===== src/spigp_consts.svh =====
// Constants of the serial port clock-stop and general-purpose pin block.
// Included by the core only; definitions only.
`ifndef SPIGP_CONSTS_SVH
`define SPIGP_CONSTS_SVH

// ==========================================================
// Widths and counts
`define SPIGP_WORD_BITS 8
`define SPIGP_DIV_BITS 8
`define SPIGP_SYNC_STAGES 3
`define SPIGP_PIN_COUNT 5

// ==========================================================
// Clock-stop codes
`define SPIGP_STOP_HALF 2'h2
`define SPIGP_STOP_FULL 2'h3

// ==========================================================
// General-purpose pin positions
`define SPIGP_GP_TX_CLK 0
`define SPIGP_GP_TX_FS 1
`define SPIGP_GP_RX_CLK 2
`define SPIGP_GP_RX_FS 3
`define SPIGP_GP_DATA 4

// ==========================================================
// Reset values
`define SPIGP_RST_LEVEL 1'h0
`define SPIGP_RST_OE_B 1'h1

`endif


===== src/spigp_pkg.sv =====
// Types of the serial port clock-stop and general-purpose pin block.
// Assumes spigp_consts.svh is on the include path.
package spigp_pkg;

  // ==========================================================
  // Master clock engine states
  typedef enum logic [1:0] {
    SPIGP_IDLE,
    SPIGP_LEAD,
    SPIGP_CLOCK,
    SPIGP_TAIL
  } spigp_state_type;

endpackage


===== src/spigp_sync.sv =====
// Pin input synchroniser: three stages plus an output flip-flop per bit, output follows
// once the second and third stages agree.
// Assumes inputs are asynchronous to sys_clk.
`timescale 1ns/1ps
module spigp_sync #(
  parameter int WIDTH = 1
) (
  input wire logic sys_clk,
  input wire logic rst_b,
  input wire logic [WIDTH-1:0] async_in,
  output logic [WIDTH-1:0] sync_out
);

  logic [WIDTH-1:0] st1_q;
  logic [WIDTH-1:0] st2_q;
  logic [WIDTH-1:0] st3_q;
  logic [WIDTH-1:0] agree;

  assign agree = ~(st2_q ^ st3_q);

  always_ff @(posedge sys_clk or negedge rst_b) begin
    if (!rst_b) begin
      st1_q <= '0;
      st2_q <= '0;
      st3_q <= '0;
      sync_out <= '0;
    end else begin
      st1_q <= async_in;
      st2_q <= st1_q;
      st3_q <= st2_q;
      sync_out <= (agree & st3_q) | (~agree & sync_out);
    end
  end

endmodule // spigp_sync


===== src/spigp_core.sv =====
// Serial port in clock-stop (SPI) mode, master or slave, with
// general-purpose use of the port pins.
// Assumes one clock sys_clk, which also stands for the CPU clock, so
// one sys_clk period equals 2H; configuration inputs are static.
`timescale 1ns/1ps
`include "spigp_consts.svh"
module spigp_core import spigp_pkg::*; #(
  parameter int WORD_BITS = `SPIGP_WORD_BITS,
  parameter int DIV_BITS = `SPIGP_DIV_BITS
) (
  input wire logic sys_clk,
  input wire logic rst_b,
  input wire logic spi_enable,
  input wire logic master_mode,
  input wire logic [1:0] clock_stop_select,
  input wire logic tx_clock_polarity,
  input wire logic [DIV_BITS-1:0] generator_divider,
  input wire logic tx_clock_direction,
  input wire logic rx_clock_direction,
  input wire logic tx_sync_direction,
  input wire logic rx_sync_direction,
  input wire logic tx_sync_polarity,
  input wire logic rx_sync_polarity,
  input wire logic [WORD_BITS-1:0] tx_word,
  input wire logic tx_start,
  output logic busy,
  output logic [WORD_BITS-1:0] rx_word,
  output logic rx_valid,
  input wire logic gpio_enable,
  input wire logic [`SPIGP_PIN_COUNT-1:0] gpio_dir,
  input wire logic [`SPIGP_PIN_COUNT-1:0] gpio_out,
  output logic [`SPIGP_PIN_COUNT-1:0] gpio_in,
  input wire logic tx_shift_clock_pin_in,
  output logic tx_shift_clock_pin_out,
  output logic tx_shift_clock_pin_oe_b,
  input wire logic tx_frame_sync_pin_in,
  output logic tx_frame_sync_pin_out,
  output logic tx_frame_sync_pin_oe_b,
  output logic tx_serial_data_pin_out,
  output logic tx_serial_data_pin_oe_b,
  input wire logic rx_shift_clock_pin_in,
  output logic rx_shift_clock_pin_out,
  output logic rx_shift_clock_pin_oe_b,
  input wire logic rx_frame_sync_pin_in,
  output logic rx_frame_sync_pin_out,
  output logic rx_frame_sync_pin_oe_b,
  input wire logic rx_serial_data_pin_in
);

  localparam int CW = DIV_BITS + 1;
  localparam int BW = $clog2(WORD_BITS + 1);
  localparam logic [BW-1:0] LAST_BIT = BW'(WORD_BITS);
  localparam logic [BW-1:0] PRE_LAST = BW'(WORD_BITS - 1);
  localparam logic [CW-1:0] ONE = CW'(1);

  // ==========================================================
  // Pin input synchronisers
  logic [`SPIGP_PIN_COUNT-1:0] pin_raw;
  logic [`SPIGP_PIN_COUNT-1:0] pin_s;

  assign pin_raw = {rx_serial_data_pin_in, rx_frame_sync_pin_in,
                    rx_shift_clock_pin_in, tx_frame_sync_pin_in,
                    tx_shift_clock_pin_in};

  spigp_sync #(.WIDTH(`SPIGP_PIN_COUNT)) u_sync (
    .sys_clk(sys_clk),
    .rst_b(rst_b),
    .async_in(pin_raw),
    .sync_out(pin_s)
  );

  // ==========================================================
  // Mode decode
  logic spi_mode;
  logic is_master;
  logic is_slave;
  logic stop_half;
  logic inv_enable;
  logic slave_tx_en;
  logic slave_rx_en;

  assign spi_mode = spi_enable & ~gpio_enable;
  assign is_master = spi_mode & master_mode;
  assign is_slave = spi_mode & ~master_mode;
  assign stop_half = (clock_stop_select == `SPIGP_STOP_HALF);
  assign inv_enable = tx_sync_polarity & rx_sync_polarity;
  assign slave_tx_en = tx_sync_polarity ? ~pin_s[1] : pin_s[1];
  assign slave_rx_en = rx_sync_polarity ? ~pin_s[3] : pin_s[3];

  // ==========================================================
  // Phase lengths in sys_clk cycles; divider 0 runs as 1
  logic [CW-1:0] div_eff;
  logic [CW-1:0] per_len;
  logic [CW-1:0] low_len;
  logic [CW-1:0] high_len;
  logic [CW-1:0] idle_len;

  assign div_eff = (generator_divider == '0) ? ONE : CW'(generator_divider);
  assign per_len = div_eff + ONE;
  assign low_len = div_eff[0] ? (per_len >> 1) : (div_eff >> 1);
  assign high_len = div_eff[0] ? (per_len >> 1)
                               : ((div_eff >> 1) + ONE);
  assign idle_len = tx_clock_polarity ? high_len : low_len;

  // ==========================================================
  // Master clock engine
  spigp_state_type st_q;
  spigp_state_type st_d;
  logic [CW-1:0] cnt_q;
  logic [CW-1:0] cnt_d;
  logic sclk_q;
  logic sclk_d;
  logic m_fs_q;
  logic m_fs_d;
  logic m_lead;
  logic m_trail;
  logic m_done;
  logic [BW-1:0] bits_q;
  logic act_q;

  always_comb begin
    st_d = st_q;
    cnt_d = cnt_q;
    sclk_d = sclk_q;
    m_fs_d = m_fs_q;
    m_lead = 1'b0;
    m_trail = 1'b0;
    m_done = 1'b0;
    unique case (st_q)
      SPIGP_IDLE: begin
        sclk_d = tx_clock_polarity;
        if (is_master && tx_start) begin
          st_d = SPIGP_LEAD;
          m_fs_d = 1'b1;
          cnt_d = stop_half ? idle_len - ONE : per_len - ONE;
        end
      end
      SPIGP_LEAD: begin
        if (cnt_q == '0) begin
          st_d = SPIGP_CLOCK;
          sclk_d = ~sclk_q;
          m_lead = 1'b1;
          cnt_d = (sclk_q ? low_len : high_len) - ONE;
        end else begin
          cnt_d = cnt_q - ONE;
        end
      end
      SPIGP_CLOCK: begin
        if (cnt_q == '0) begin
          sclk_d = ~sclk_q;
          m_lead = (sclk_q == tx_clock_polarity);
          m_trail = ~m_lead;
          cnt_d = (sclk_q ? low_len : high_len) - ONE;
          if (m_trail && (stop_half ? bits_q == PRE_LAST
                                    : bits_q == LAST_BIT)) begin
            m_done = 1'b1;
            st_d = SPIGP_TAIL;
            cnt_d = stop_half ? per_len - ONE : idle_len - ONE;
          end
        end else begin
          cnt_d = cnt_q - ONE;
        end
      end
      SPIGP_TAIL: begin
        if (cnt_q == '0) begin
          st_d = SPIGP_IDLE;
          m_fs_d = 1'b0;
        end else begin
          cnt_d = cnt_q - ONE;
        end
      end
    endcase
    if (!is_master) begin
      st_d = SPIGP_IDLE;
      m_fs_d = 1'b0;
      sclk_d = tx_clock_polarity;
    end
  end

  always_ff @(posedge sys_clk or negedge rst_b) begin
    if (!rst_b) begin
      st_q <= SPIGP_IDLE;
      cnt_q <= '0;
      sclk_q <= `SPIGP_RST_LEVEL;
      m_fs_q <= `SPIGP_RST_LEVEL;
    end else begin
      st_q <= st_d;
      cnt_q <= cnt_d;
      sclk_q <= sclk_d;
      m_fs_q <= m_fs_d;
    end
  end

  // ==========================================================
  // Slave edge detection on the synchronised pins
  logic s_clk_prev_q;
  logic s_en_prev_q;
  logic s_lead;
  logic s_trail;
  logic s_begin;
  logic s_end;

  assign s_lead = (pin_s[0] != s_clk_prev_q) &&
                  (pin_s[0] != tx_clock_polarity);
  assign s_trail = (pin_s[0] != s_clk_prev_q) &&
                   (pin_s[0] == tx_clock_polarity);
  assign s_begin = is_slave & slave_tx_en & ~s_en_prev_q;
  assign s_end = is_slave & ~slave_tx_en & s_en_prev_q;

  // ==========================================================
  // Shift engine shared by master and slave
  logic [WORD_BITS-1:0] hold_q;
  logic [WORD_BITS-1:0] tx_sh_q;
  logic [WORD_BITS-1:0] rx_sh_q;
  logic ev_lead;
  logic ev_trail;
  logic launch_ev;
  logic sample_ev;
  logic do_launch;
  logic do_sample;
  logic start_ev;
  logic end_ev;
  logic [WORD_BITS-1:0] rx_sh_d;

  assign ev_lead = is_master ? m_lead : s_lead;
  assign ev_trail = is_master ? m_trail : s_trail;
  assign launch_ev = stop_half ? ev_lead : ev_trail;
  assign sample_ev = stop_half ? ev_trail : ev_lead;
  assign start_ev = (is_master && st_q == SPIGP_IDLE && tx_start) || s_begin;
  assign end_ev = m_done || s_end;
  assign do_launch = act_q && launch_ev && bits_q != '0 &&
                     bits_q != LAST_BIT;
  assign do_sample = act_q && sample_ev && bits_q != LAST_BIT &&
                     (is_master || slave_rx_en);
  // Word as it stands after this cycle's sample; in half clock-stop mode
  // the last master bit is sampled on the same edge that ends the word
  assign rx_sh_d = do_sample ? {rx_sh_q[WORD_BITS-2:0], pin_s[4]}
                             : rx_sh_q;

  always_ff @(posedge sys_clk or negedge rst_b) begin
    if (!rst_b) begin
      s_clk_prev_q <= `SPIGP_RST_LEVEL;
      s_en_prev_q <= `SPIGP_RST_LEVEL;
      hold_q <= '0;
      tx_sh_q <= '0;
      rx_sh_q <= '0;
      bits_q <= '0;
      act_q <= 1'b0;
    end else begin
      s_clk_prev_q <= pin_s[0];
      s_en_prev_q <= is_slave & slave_tx_en;
      if (tx_start && !act_q) begin
        hold_q <= tx_word;
      end
      if (start_ev) begin
        tx_sh_q <= (is_master || tx_start) ? tx_word : hold_q;
        bits_q <= '0;
        act_q <= 1'b1;
      end else begin
        if (end_ev || !spi_mode) begin
          act_q <= 1'b0;
        end
        if (do_launch) begin
          tx_sh_q <= {tx_sh_q[WORD_BITS-2:0], 1'b0};
        end
        if (do_sample) begin
          rx_sh_q <= rx_sh_d;
          bits_q <= bits_q + BW'(1);
        end
      end
    end
  end

  // ==========================================================
  // Pin drive selection
  logic [`SPIGP_PIN_COUNT-1:0] out_d;
  logic [`SPIGP_PIN_COUNT-1:0] oe_b_d;
  logic [`SPIGP_PIN_COUNT-1:0] spi_out;
  logic [`SPIGP_PIN_COUNT-1:0] spi_drv;
  logic fs_pin;
  logic word_done;

  assign fs_pin = inv_enable ? ~m_fs_q : m_fs_q;
  assign spi_out = {tx_sh_q[WORD_BITS-1], fs_pin, sclk_q, fs_pin, sclk_q};
  assign spi_drv = {act_q & spi_mode,
                    is_master & rx_sync_direction,
                    is_master & rx_clock_direction,
                    is_master & tx_sync_direction,
                    is_master & tx_clock_direction};
  assign out_d = gpio_enable ? gpio_out : spi_out;
  assign oe_b_d = gpio_enable ? ~gpio_dir : ~spi_drv;
  assign word_done = end_ev && act_q &&
                     (m_done || bits_q == LAST_BIT);

  // ==========================================================
  // Output registers, all on the CPU clock rising edge
  always_ff @(posedge sys_clk or negedge rst_b) begin
    if (!rst_b) begin
      tx_shift_clock_pin_out <= `SPIGP_RST_LEVEL;
      tx_frame_sync_pin_out <= `SPIGP_RST_LEVEL;
      rx_shift_clock_pin_out <= `SPIGP_RST_LEVEL;
      rx_frame_sync_pin_out <= `SPIGP_RST_LEVEL;
      tx_serial_data_pin_out <= `SPIGP_RST_LEVEL;
      tx_shift_clock_pin_oe_b <= `SPIGP_RST_OE_B;
      tx_frame_sync_pin_oe_b <= `SPIGP_RST_OE_B;
      rx_shift_clock_pin_oe_b <= `SPIGP_RST_OE_B;
      rx_frame_sync_pin_oe_b <= `SPIGP_RST_OE_B;
      tx_serial_data_pin_oe_b <= `SPIGP_RST_OE_B;
      gpio_in <= '0;
      rx_word <= '0;
      rx_valid <= 1'b0;
      busy <= 1'b0;
    end else begin
      tx_shift_clock_pin_out <= out_d[`SPIGP_GP_TX_CLK];
      tx_frame_sync_pin_out <= out_d[`SPIGP_GP_TX_FS];
      rx_shift_clock_pin_out <= out_d[`SPIGP_GP_RX_CLK];
      rx_frame_sync_pin_out <= out_d[`SPIGP_GP_RX_FS];
      tx_serial_data_pin_out <= out_d[`SPIGP_GP_DATA];
      tx_shift_clock_pin_oe_b <= oe_b_d[`SPIGP_GP_TX_CLK];
      tx_frame_sync_pin_oe_b <= oe_b_d[`SPIGP_GP_TX_FS];
      rx_shift_clock_pin_oe_b <= oe_b_d[`SPIGP_GP_RX_CLK];
      rx_frame_sync_pin_oe_b <= oe_b_d[`SPIGP_GP_RX_FS];
      tx_serial_data_pin_oe_b <= oe_b_d[`SPIGP_GP_DATA];
      gpio_in <= pin_s;
      rx_valid <= word_done;
      if (word_done) begin
        rx_word <= rx_sh_d;
      end
      busy <= start_ev | (act_q & ~end_ev) | (st_d != SPIGP_IDLE);
    end
  end

endmodule // spigp_core


===== config.mk =====
export PLATFORM = sky130hd
export DESIGN_NAME = spigp_core
export DESIGN_NICKNAME = d
export VERILOG_FILES = /design/src/spigp_pkg.sv /design/src/spigp_sync.sv /design/src/spigp_core.sv
export VERILOG_INCLUDE_DIRS = /design/src
export SDC_FILE = /design/constraint.sdc
export NUM_CORES = 1
export LEC_CHECK = 0
export ABC_AREA = 1
export BUFFER_PORTS_ARGS = -buffer_cell sky130_fd_sc_hd__buf_2
export CORE_ASPECT_RATIO = 1.2
export CORE_MARGIN = 3
export CORE_UTILIZATION = 40
export DETAILED_ROUTE_END_ITERATION = 6
export SKIP_CTS_REPAIR_TIMING = 1
export SYNTH_ARGS = -nofsm -noshare
export SYNTH_HDL_FRONTEND = slang
export SYNTH_HIERARCHICAL = 1
export SYNTH_SLANG_ARGS = --single-unit

===== constraint.sdc =====
create_clock -name sys_clk -period 2.55 [get_ports sys_clk]
set_clock_uncertainty 0.1 [all_clocks]
set_input_delay 0.765 -clock sys_clk [delete_from_list [all_inputs] [get_ports sys_clk]]
set_output_delay 0.765 -clock sys_clk [all_outputs]
set_load 0.02 [all_outputs]

==> flow_metrics.py, run 1 <==
metrics = {
    "sta": {
        "period_minus_slack_ns": 2.37,
        "drv_slew": 0,
        "min_period_over_period_pct": 92.9,
        "worstMarginPinSlew_ns": 0.587,
        "fmax_ghz": 0.422,
        "maxSlewHeadroom_pct": 60.9,
        "setup_viol": 0,
        "hold_viol_final": 0,
        "whs_ns": 0.247,
        "setup_tns_ns": 0,
    },
    "logic_synthesis": {
        "yosysSeqAreaShare_pct": 42.4,
        "yosys_warnings": 6,
        "synth_compound_area_share_pct": 16.5,
        "ys_async_sr_fraction_pct": 100,
        "synth-edff-count": 0,
        "synth_top_family_by_area": "simple AND/OR/NAND/NOR gates",
        "synth_ff_type": "dfrtp_1",
        "synth_top_area_cell": "dfrtp_1",
        "syn_inst": 714,
        "synthesis.area_um2": 5210,
        "synth_fp_nets": 769,
        "synth_mux_area_share_pct": 0,
        "synth_common_cells": "184 x nand2_1, 86 x inv_1, 83 x dfrtp_1, 65 x o21ai_0, 57 x nor2_1",
        "avgSynthCellArea_um2": 7.30,
        "synth_fa_ha_area_share_pct": 2.16,
        "synthTopCellsByArea": "dfrtp_1 40%, nand2_1 13%, o21ai_0 6.2%",
        "yosysMostFrequentCell": "nand2_1",
        "synth_cell_types": 43,
        "synth_top_area_share_pct": 39.8,
        "synthSimpleGateAreaFrac_pct": 27.5,
        "yosys.area_share.xor_xnor_pct": 1.99,
        "yosys_register_bits": 88,
    },
    "clock_network": {
        "numCtsBuffers": 9,
        "cts.sinks": 88,
        "clockBufferDepth": 2,
        "cts-root-buf": "clkbuf_16",
        "clk_latency_ns": 0.34,
        "htree_levels": 3,
        "clk_pin_slew_ns": 0.07,
        "cts_tree": "built",
    },
    "hold_path": {
        "hold_path_class": "register to register",
        "min_from": "u_sync/st1_q[1]$_DFF_PN0_",
    },
    "finish": {
        "area_growth_syn_to_layout_pct": 26.4,
        "drive_gt1_share_pct": 25.6,
        "fin_cells": 1009,
        "fin_nets": 895,
        "fin_area_um2": 6590,
        "diodes": 0,
    },
    "run": {
        "cap_violations": 0,
    },
    "power_and_ir_drop": {
        "total_power_mw": 4.03,
        "power.density_nw_per_um2": 612,
        "leakage_nw": 3.32,
        "ir_drop_v": 0.000574,
    },
    "die": {
        "io-pin-count": 71,
        "die_w_um": 110,
        "dieArea_um2": 14400,
        "die_h_um": 131,
        "start_util_pct": 41.0,
        "rows": 45,
        "core_region_area_um2": 12700,
    },
    "worst_setup_path": {
        "worstSetupStartpointType": "input port",
        "crit_path_max_fanout": 6,
        "end_kind": "register",
        "critPathBufInv": 2,
        "critPathRequiredTime_ns": 2.71,
        "r2r-start": "cnt_q[0]$_DFFE_PN0P_",
        "worst_path_max_delay_cell": "buf_4",
        "crit_chain": "buf_4 -> nor2_4 -> nand2_2 -> nor2_1 -> nor2_1 -> nand2_1 -> nand3_2 -> nand2_2 -> ha_4 -> inv_2 -> a21oi_4 -> nand3_2 -> nor2_4 -> nand2_1 -> nand3_1 -> nand2_1 -> nand3_1 -> nand2_1 -> a21oi_1",
        "cp-startpoint": "generator_divider[2]",
        "cpPeakStageDelay_ns": 0.14,
        "cp_common_cell": "nand2_1",
        "worst-setup-path-type": "input port to register",
        "timing.critical_path.max_delay_family": "simple AND/OR/NAND/NOR gates",
        "cp.arrival_ns": 2.53,
    },
    "routing": {
        "vias_per_cell": 4.98,
        "via_count": 5021,
        "wl_um": 13700,
        "ant_nets": 0,
        "drt-initial-drc-count": 237,
        "dr.pass1.iters": 5,
        "wl_per_cell_um": 13.6,
        "drcViolationCount": 0,
    },
    "grt": {
        "antenna_found_initial": 0,
        "grt_pass1_wl_um": 22900,
        "grt_use_total_pct": 20.3,
        "grt-ovfl-total": 0,
        "grt_pass1_vias": 4956,
        "grt_start_max_net_pins": 47,
    },
    "placed_design": {
        "place.gp.congestion": 0.880,
        "dp.cells": 987,
        "place_area_um2": 6160,
        "io_buffers": 70,
        "dp_hpwl_um": 10800,
    },
    "status": {
        "status": "finished clean",
    },
}
final cells by class:
cell class,count,area [um2]
Clock buffer,9,225
Tap cell,164,205
Fill cell,1269,6130
Clock inverter,7,78.8
Timing Repair Buffer,136,876
Inverter,101,379
Multi-Input combinational cell,504,2620
Sequential cell,88,2210
metrics by stage:
stage / setup WS (ns) / utilization (%)
4_1_cts: 0.0885 / 50.8
5_1_grt: -0.0441 / 51.8
6_report: 0.181 / 51.8
3_3_place_gp: -0.191 / 48.4
3_5_place_dp: -0.234 / 48.4
2_1_floorplan: -0.0594 / -
power by group:
group          switching (mW)  leakage [nW]  internal [mW]
combinational           0.568          2.11          0.369
sequential              0.135          1.06           1.62
clock                   0.568         0.149          0.771
total                    1.27          3.32           2.76
cell families after synthesis:
family          count (synthesis)
compound gates                156
xor+xnor                       11
fa+ha+maj                       9
buf+inv                       122
flops                          88
simple gates                  328
state kept, by name, indices dropped and copies added, names as in the netlist, 2 cells and up, named ones only:
register	flops
rx_sh_q	8
st_q	2
hold_q	8
u_sync/st1_q	5
cnt_q	9
rx_word	8
u_sync/st2_q	5
u_sync/st3_q	5
gpio_in	5
bits_q	4
tx_sh_q	8
cells in the final DEF, fill, tap and decap left out, types with 3 or more instances in the layout:
cell type,instances
dfrtp_1,82
a21oi_1,55
nand2_2,11
inv_2,14
o21ai_1,9
buf_2,68
a31oi_1,4
o31ai_1,3
nand4_1,3
nor2_1,55
nand3_1,51
or2_2,3
nor2_4,10
xor2_1,7
clkbuf_16,9
nor3_1,4
nand2_1,179
buf_4,66
xnor2_1,3
o211ai_1,4
nand3_2,4
o21ai_0,63
dfstp_2,5
o21ai_2,4
ha_1,6
inv_1,83
clkinv_1,4
a22o_1,4
per-layer routing:
layer,wire [um],vias to the layer above,GRT usage (%)
li1,-,2552,-
met1,5820,2358,24.2
met2,7010,86,36.0
met3,492,25,3.92
met4,409,0,7.46
met5,0,-,0
final timing paths:
check	slack (ns)	to	cells past startpoint
min reg2reg	0.25	u_sync/st2_q[1]$_DFF_PN0_	0
max in group asynchronous	1.41	sclk_q$_DFFE_PN0P_	2
min in group asynchronous	0.33	u_sync/st3_q[0]$_DFF_PN0_	1
max reg2reg	0.19	rx_sh_q[7]$_DFFE_PN0P_	15
min	0.25	u_sync/st2_q[1]$_DFF_PN0_	0
max	0.18	cnt_q[6]$_DFFE_PN0P_	19
(Power assumes the default switching activity.)
==> inputs of run 2 (changes only) <==
ABC_AREA = 0   (was 1)
CORE_MARGIN = 8   (was 3)
==> flow_metrics.py, run 2 <==
metrics = {
    "hold_path": {
        "whs_path_depth": 0,
        "hold_path_class": "register to register",
        "worst_hold_path.endpoint": "u_sync/st2_q[3]$_DFF_PN0_",
        "min_from": "u_sync/st1_q[3]$_DFF_PN0_",
    },
    "grt": {
        "grt-ovfl-total": 0,
        "grt_pass1_vias": 4780,
        "grt_pass1_wl_um": 23600,
        "grt_use_total_pct": 17.4,
        "antenna_found_initial": 0,
        "grt_start_max_net_pins": 56,
    },
    "logic_synthesis": {
        "yosys_register_bits": 88,
        "synth_mux_area_share_pct": 9.02,
        "synthSimpleGateAreaFrac_pct": 18.5,
        "ys_async_sr_fraction_pct": 100,
        "yosys.area_share.xor_xnor_pct": 3.95,
        "yosysSeqAreaShare_pct": 43.3,
        "avgSynthCellArea_um2": 9.54,
        "synth_fp_nets": 590,
        "synth-edff-count": 0,
        "syn_inst": 535,
        "yosysMostFrequentCell": "dfrtp_1",
        "synth_top_area_cell": "dfrtp_1",
        "synth_common_cells": "83 x dfrtp_1, 50 x nor2_1, 45 x nand2_1, 38 x o21ai_0, 29 x a21oi_1",
        "synth_top_area_share_pct": 40.7,
        "synth_ff_type": "dfrtp_1",
        "yosys_warnings": 6,
        "synthesis.area_um2": 5100,
        "synth_cell_types": 67,
        "synth_top_family_by_area": "simple AND/OR/NAND/NOR gates",
        "synthTopCellsByArea": "dfrtp_1 41%, mux2_2 5.3%, mux2i_1 3.7%",
        "synth_compound_area_share_pct": 18.2,
        "synth_fa_ha_area_share_pct": 3.31,
    },
    "clock_network": {
        "cts_tree": "built",
        "numCtsBuffers": 9,
        "clk_latency_ns": 0.33,
        "clk_pin_slew_ns": 0.07,
        "htree_levels": 3,
        "clockBufferDepth": 2,
        "cts-root-buf": "clkbuf_16",
        "cts.sinks": 88,
    },
    "routing": {
        "vias_per_cell": 5.57,
        "wl_um": 14700,
        "dr.pass1.iters": 5,
        "drt-initial-drc-count": 295,
        "drcViolationCount": 0,
        "via_count": 4702,
        "wl_per_cell_um": 17.4,
        "ant_nets": 0,
    },
    "placed_design": {
        "place.gp.congestion": 0.937,
        "io_buffers": 70,
        "dp_hpwl_um": 11000,
    },
    "status": {
        "status": "finished, violations left",
        "violations": "setup timing",
    },
    "worst_setup_path": {
        "worst-setup-path-type": "input port to register",
        "reg2reg_depth": 10,
        "critPathRequiredTime_ns": 2.73,
        "cp.arrival_ns": 3.08,
        "r2r-start": "cnt_q[1]$_DFFE_PN0P_",
        "worstSetupStartpointType": "input port",
        "crit_path_max_fanout": 2,
        "r2r_end": "tx_sh_q[1]$_DFFE_PN0P_",
        "r2r_slack_ns": 0.04,
        "end_kind": "register",
        "cp-startpoint": "generator_divider[5]",
    },
    "finish": {
        "drive_gt1_share_pct": 35.6,
        "layout_common_cells": "83 x dfrtp_1, 82 x buf_4, 68 x buf_2",
        "fin_nets": 729,
        "largest-register": "cnt_q",
        "final_common_cell": "dfrtp_1",
        "area_growth_syn_to_layout_pct": 30.8,
        "largest_reg_flops": 9,
    },
    "sta": {
        "rsz0062_at_grt": "true",
        "setup_viol": 5,
        "setup_tns_ns": -0.719,
        "hold_viol_final": 0,
        "min_period_over_period_pct": 114,
        "worstMarginPinSlew_ns": 0.760,
        "fmax_ghz": 0.344,
        "drv_slew": 0,
        "setup_ws_ns": -0.355,
        "period_minus_slack_ns": 2.91,
        "maxSlewHeadroom_pct": 49.2,
    },
    "die": {
        "rows": 45,
        "core_region_area_um2": 12600,
        "start_util_pct": 40.6,
        "die_w_um": 119,
        "dieArea_um2": 16600,
        "die_h_um": 140,
        "io-pin-count": 71,
    },
    "run": {
        "cap_violations": 0,
    },
    "power_and_ir_drop": {
        "leakage_nw": 3.05,
        "total_power_mw": 3.91,
        "power.density_nw_per_um2": 585,
        "ir_drop_v": 0.000434,
    },
}
## run 2: cell count changes after synthesis, sizes merged, moves of 19 or more
cell and delta:
nand3 -41, mux2i +19, o21ai -37, nand2 -147
a21oi -28, mux2 +24, inv -79
## run 2: critical path, cell delays in order
cell       delay (ns)
buf_6            0.09
or4_4            0.54
o21ai_4          0.16
o21ai_2          0.08
ha_4             0.17
xnor2_2          0.15
mux2i_1          0.27
nor2_1           0.07
o31a_1           0.31
a2111oi_2        0.31
or3_1            0.16
## run 2: metal layers
| layer | wire length, um | global-route usage (%) | up-vias | part of all wire [%] |
|---|---|---|---|---|
| met4 | 467 | 8.34 | 0 | 3.2 |
| met1 | 5910 | 19.9 | 2290 | 40 |
| li1 | - | - | 2237 | - |
| met2 | 7610 | 30.5 | 139 | 52 |
| met5 | 0 | 0 | - | 0 |
| met3 | 683 | 3.48 | 36 | 4.7 |
## run 2: logic make-up after synthesis
logic type               after synthesis
XOR/XNOR                              23
AND/OR/NAND/NOR                      179
adder cells (fa/ha/maj)               14
buffers and inverters                 48
flip-flops                            88
multiplexers                          43
AO/OA/AOI/OAI                        140
## run 2: worst max path at each step
stage                     slack, ns  cells after the start                   end
after detailed placement      -0.78                     11  cnt_q[2]$_DFFE_PN0P_
after global placement        -0.70                     11  cnt_q[2]$_DFFE_PN0P_
after floorplan               -0.67                     11  cnt_q[2]$_DFFE_PN0P_
final                         -0.36                     11  cnt_q[2]$_DFFE_PN0P_
after global routing          -0.43                     11  cnt_q[2]$_DFFE_PN0P_
after CTS                     -0.43                     11  cnt_q[2]$_DFFE_PN0P_
## run 2: area by class of cell
type | instances | area [um2]
fillers | 1163 | 5880
multi-input cells | 399 | 2850
flip-flops and latches | 88 | 2210
repair buffers | 158 | 1070
clock buffers | 11 | 243
well taps | 164 | 205
inverters | 18 | 67.6
clock inverters | 5 | 38.8
diodes | 1 | 2.50
## run 2: metrics by stage
stage,cell area (um2),util (%),worst slack [ns],hold WS [ns],instances
after floorplan,5150,-,-0.672,0.231,535
after CTS,6490,51.7,-0.432,0.257,837
final,6680,53.2,-0.355,0.252,844
after global placement,6210,49.5,-0.702,0.233,821
after global routing,6680,53.2,-0.435,0.259,843
after detailed placement,6210,49.5,-0.782,0.237,821
## run 2: where the power goes
part           switching [mW]  internal (mW)
Sequential              0.138           1.57
Clock                   0.555          0.695
Combinational           0.501          0.446
==> inputs of run 3 (changes only) <==
ABC_AREA = 1   (was 0)
==> flow_metrics.py, run 3 (same netlist as run 1, synthesis figures left out) <==
metrics = {
    "status": {
        "status": "finished clean",
    },
    "routing": {
        "drt-initial-drc-count": 265,
        "dr.pass1.iters": 5,
        "vias_per_cell": 4.97,
        "ant_nets": 0,
        "wl_per_cell_um": 13.9,
        "wl_um": 13900,
        "via_count": 4964,
        "drcViolationCount": 0,
    },
    "worst_setup_path": {
        "endpoint": "rx_word[7]$_DFFE_PN0P_",
        "r2r_slack_ns": 0.16,
        "crit_path_max_fanout": 8,
        "reg2reg_depth": 15,
        "worstSetupStartpointType": "register",
        "end_kind": "register",
        "worst-setup-path-type": "register to register",
        "critPathRequiredTime_ns": 2.72,
        "r2r-start": "cnt_q[0]$_DFFE_PN0P_",
        "cp.arrival_ns": 2.56,
        "r2r_end": "rx_word[7]$_DFFE_PN0P_",
        "cp-startpoint": "cnt_q[0]$_DFFE_PN0P_",
    },
    "die": {
        "rows": 45,
        "start_util_pct": 41.2,
        "die_h_um": 141,
        "io-pin-count": 71,
        "die_w_um": 120,
        "dieArea_um2": 17000,
        "core_region_area_um2": 12700,
    },
    "clock_network": {
        "cts-root-buf": "clkbuf_16",
        "cts.sinks": 88,
        "clk_latency_ns": 0.34,
        "cts_tree": "built",
        "clk_pin_slew_ns": 0.07,
        "numCtsBuffers": 9,
        "htree_levels": 3,
        "clockBufferDepth": 2,
    },
    "finish": {
        "drive_gt1_share_pct": 24.6,
        "final_common_cell": "nand2_1",
        "diodes": 0,
        "area_growth_syn_to_layout_pct": 24.5,
        "nFillCells": 1242,
        "largest_reg_flops": 9,
        "layout_common_cells": "179 x nand2_1, 83 x inv_1, 83 x dfrtp_1",
        "fin_nets": 884,
        "largest-register": "cnt_q",
    },
    "placed_design": {
        "io_buffers": 70,
        "dp_hpwl_um": 10800,
        "place.gp.congestion": 0.883,
    },
    "sta": {
        "min_period_over_period_pct": 93.6,
        "hold_viol_final": 0,
        "maxSlewHeadroom_pct": 66.0,
        "fmax_ghz": 0.419,
        "setup_tns_ns": 0,
        "period_minus_slack_ns": 2.39,
        "setup_viol": 0,
        "drv_slew": 0,
        "worstMarginPinSlew_ns": 0.509,
    },
    "grt": {
        "grt-ovfl-total": 0,
        "grt_pass1_vias": 4985,
        "grt_use_total_pct": 16.8,
        "grt_start_max_net_pins": 44,
        "grt_pass1_wl_um": 23200,
        "antenna_found_initial": 0,
    },
    "power_and_ir_drop": {
        "leakage_nw": 3.25,
        "total_power_mw": 4.01,
        "ir_drop_v": 0.000376,
        "power.density_nw_per_um2": 618,
    },
    "hold_path": {
        "whs_path_depth": 0,
        "hold_path_class": "register to register",
    },
    "run": {
        "cap_violations": 0,
    },
}
-- run 3: cell type report --
| type | instances | area, um2 | share of cell area, % |
|---|---|---|---|
| inverter | 101 | 379 | 5.84 |
| multi-input combinational | 504 | 2600 | 40.1 |
| clock buffer | 9 | 225 | 3.47 |
| tap | 164 | 205 | 3.16 |
| clock inverter | 7 | 78.8 | 1.21 |
| sequential | 88 | 2210 | 34.0 |
| timing repair buffer | 125 | 793 | 12.2 |
-- run 3: routing by layer --
layer	wire [um]	global-route usage, %	vias to the layer above	share of wire, %
met5	0	0	-	0
met4	335	6.46	0	2.4
met1	5700	18.6	2324	41
met3	546	3.52	21	3.9
li1	-	-	2529	-
met2	7290	30.7	90	53
-- run 3: metrics by stage --
stage | worst slack [ns] | area, um2 | cells | hold slack [ns] | utilization, %
2_1_floorplan | -0.0594 | 5250 | 714 | 0.231 | -
3_3_place_gp | -0.192 | 6110 | 981 | 0.235 | 48.2
3_5_place_dp | -0.239 | 6110 | 981 | 0.238 | 48.2
4_1_cts | 0.0946 | 6420 | 997 | 0.252 | 50.6
5_1_grt | -0.00671 | 6490 | 998 | 0.257 | 51.2
6_report | 0.163 | 6490 | 998 | 0.249 | 51.2
-- run 3: worst max-delay path: stages (launching register included) --
cell and delay (ns):
dfrtp_1 0.42, inv_1 0.10, ha_2 0.21, nand2_2 0.07
nor2_4 0.16, nand2_4 0.09, nor2_8 0.12, nand2_2 0.09
o31ai_4 0.20, inv_2 0.07, nand2_2 0.06, nand3_2 0.13
buf_4 0.20, o21ai_1 0.11, inv_1 0.07, o21ai_1 0.12
-- run 3: how the worst min path moves through the flow --
stage	slack [ns]	to	startpoint
2_1_floorplan	0.23	u_sync/st2_q[0]$_DFF_PN0_	u_sync/st1_q[0]$_DFF_PN0_
3_3_place_gp	0.23	u_sync/st2_q[4]$_DFF_PN0_	u_sync/st1_q[4]$_DFF_PN0_
3_5_place_dp	0.24	u_sync/st2_q[0]$_DFF_PN0_	u_sync/st1_q[0]$_DFF_PN0_
4_1_cts	0.25	u_sync/st2_q[0]$_DFF_PN0_	u_sync/st1_q[0]$_DFF_PN0_
5_1_grt	0.26	u_sync/st2_q[3]$_DFF_PN0_	u_sync/st1_q[3]$_DFF_PN0_
6_report	0.25	u_sync/st2_q[0]$_DFF_PN0_	u_sync/st1_q[0]$_DFF_PN0_
-- run 3: report_power, final --
group          leakage [nW]  switching [mW]  total, mW  internal, mW
registers              1.06           0.136       1.76          1.62
logic                  2.05           0.561      0.911         0.350
clock network         0.144           0.577       1.35         0.769
total                  3.25            1.27       4.01          2.74
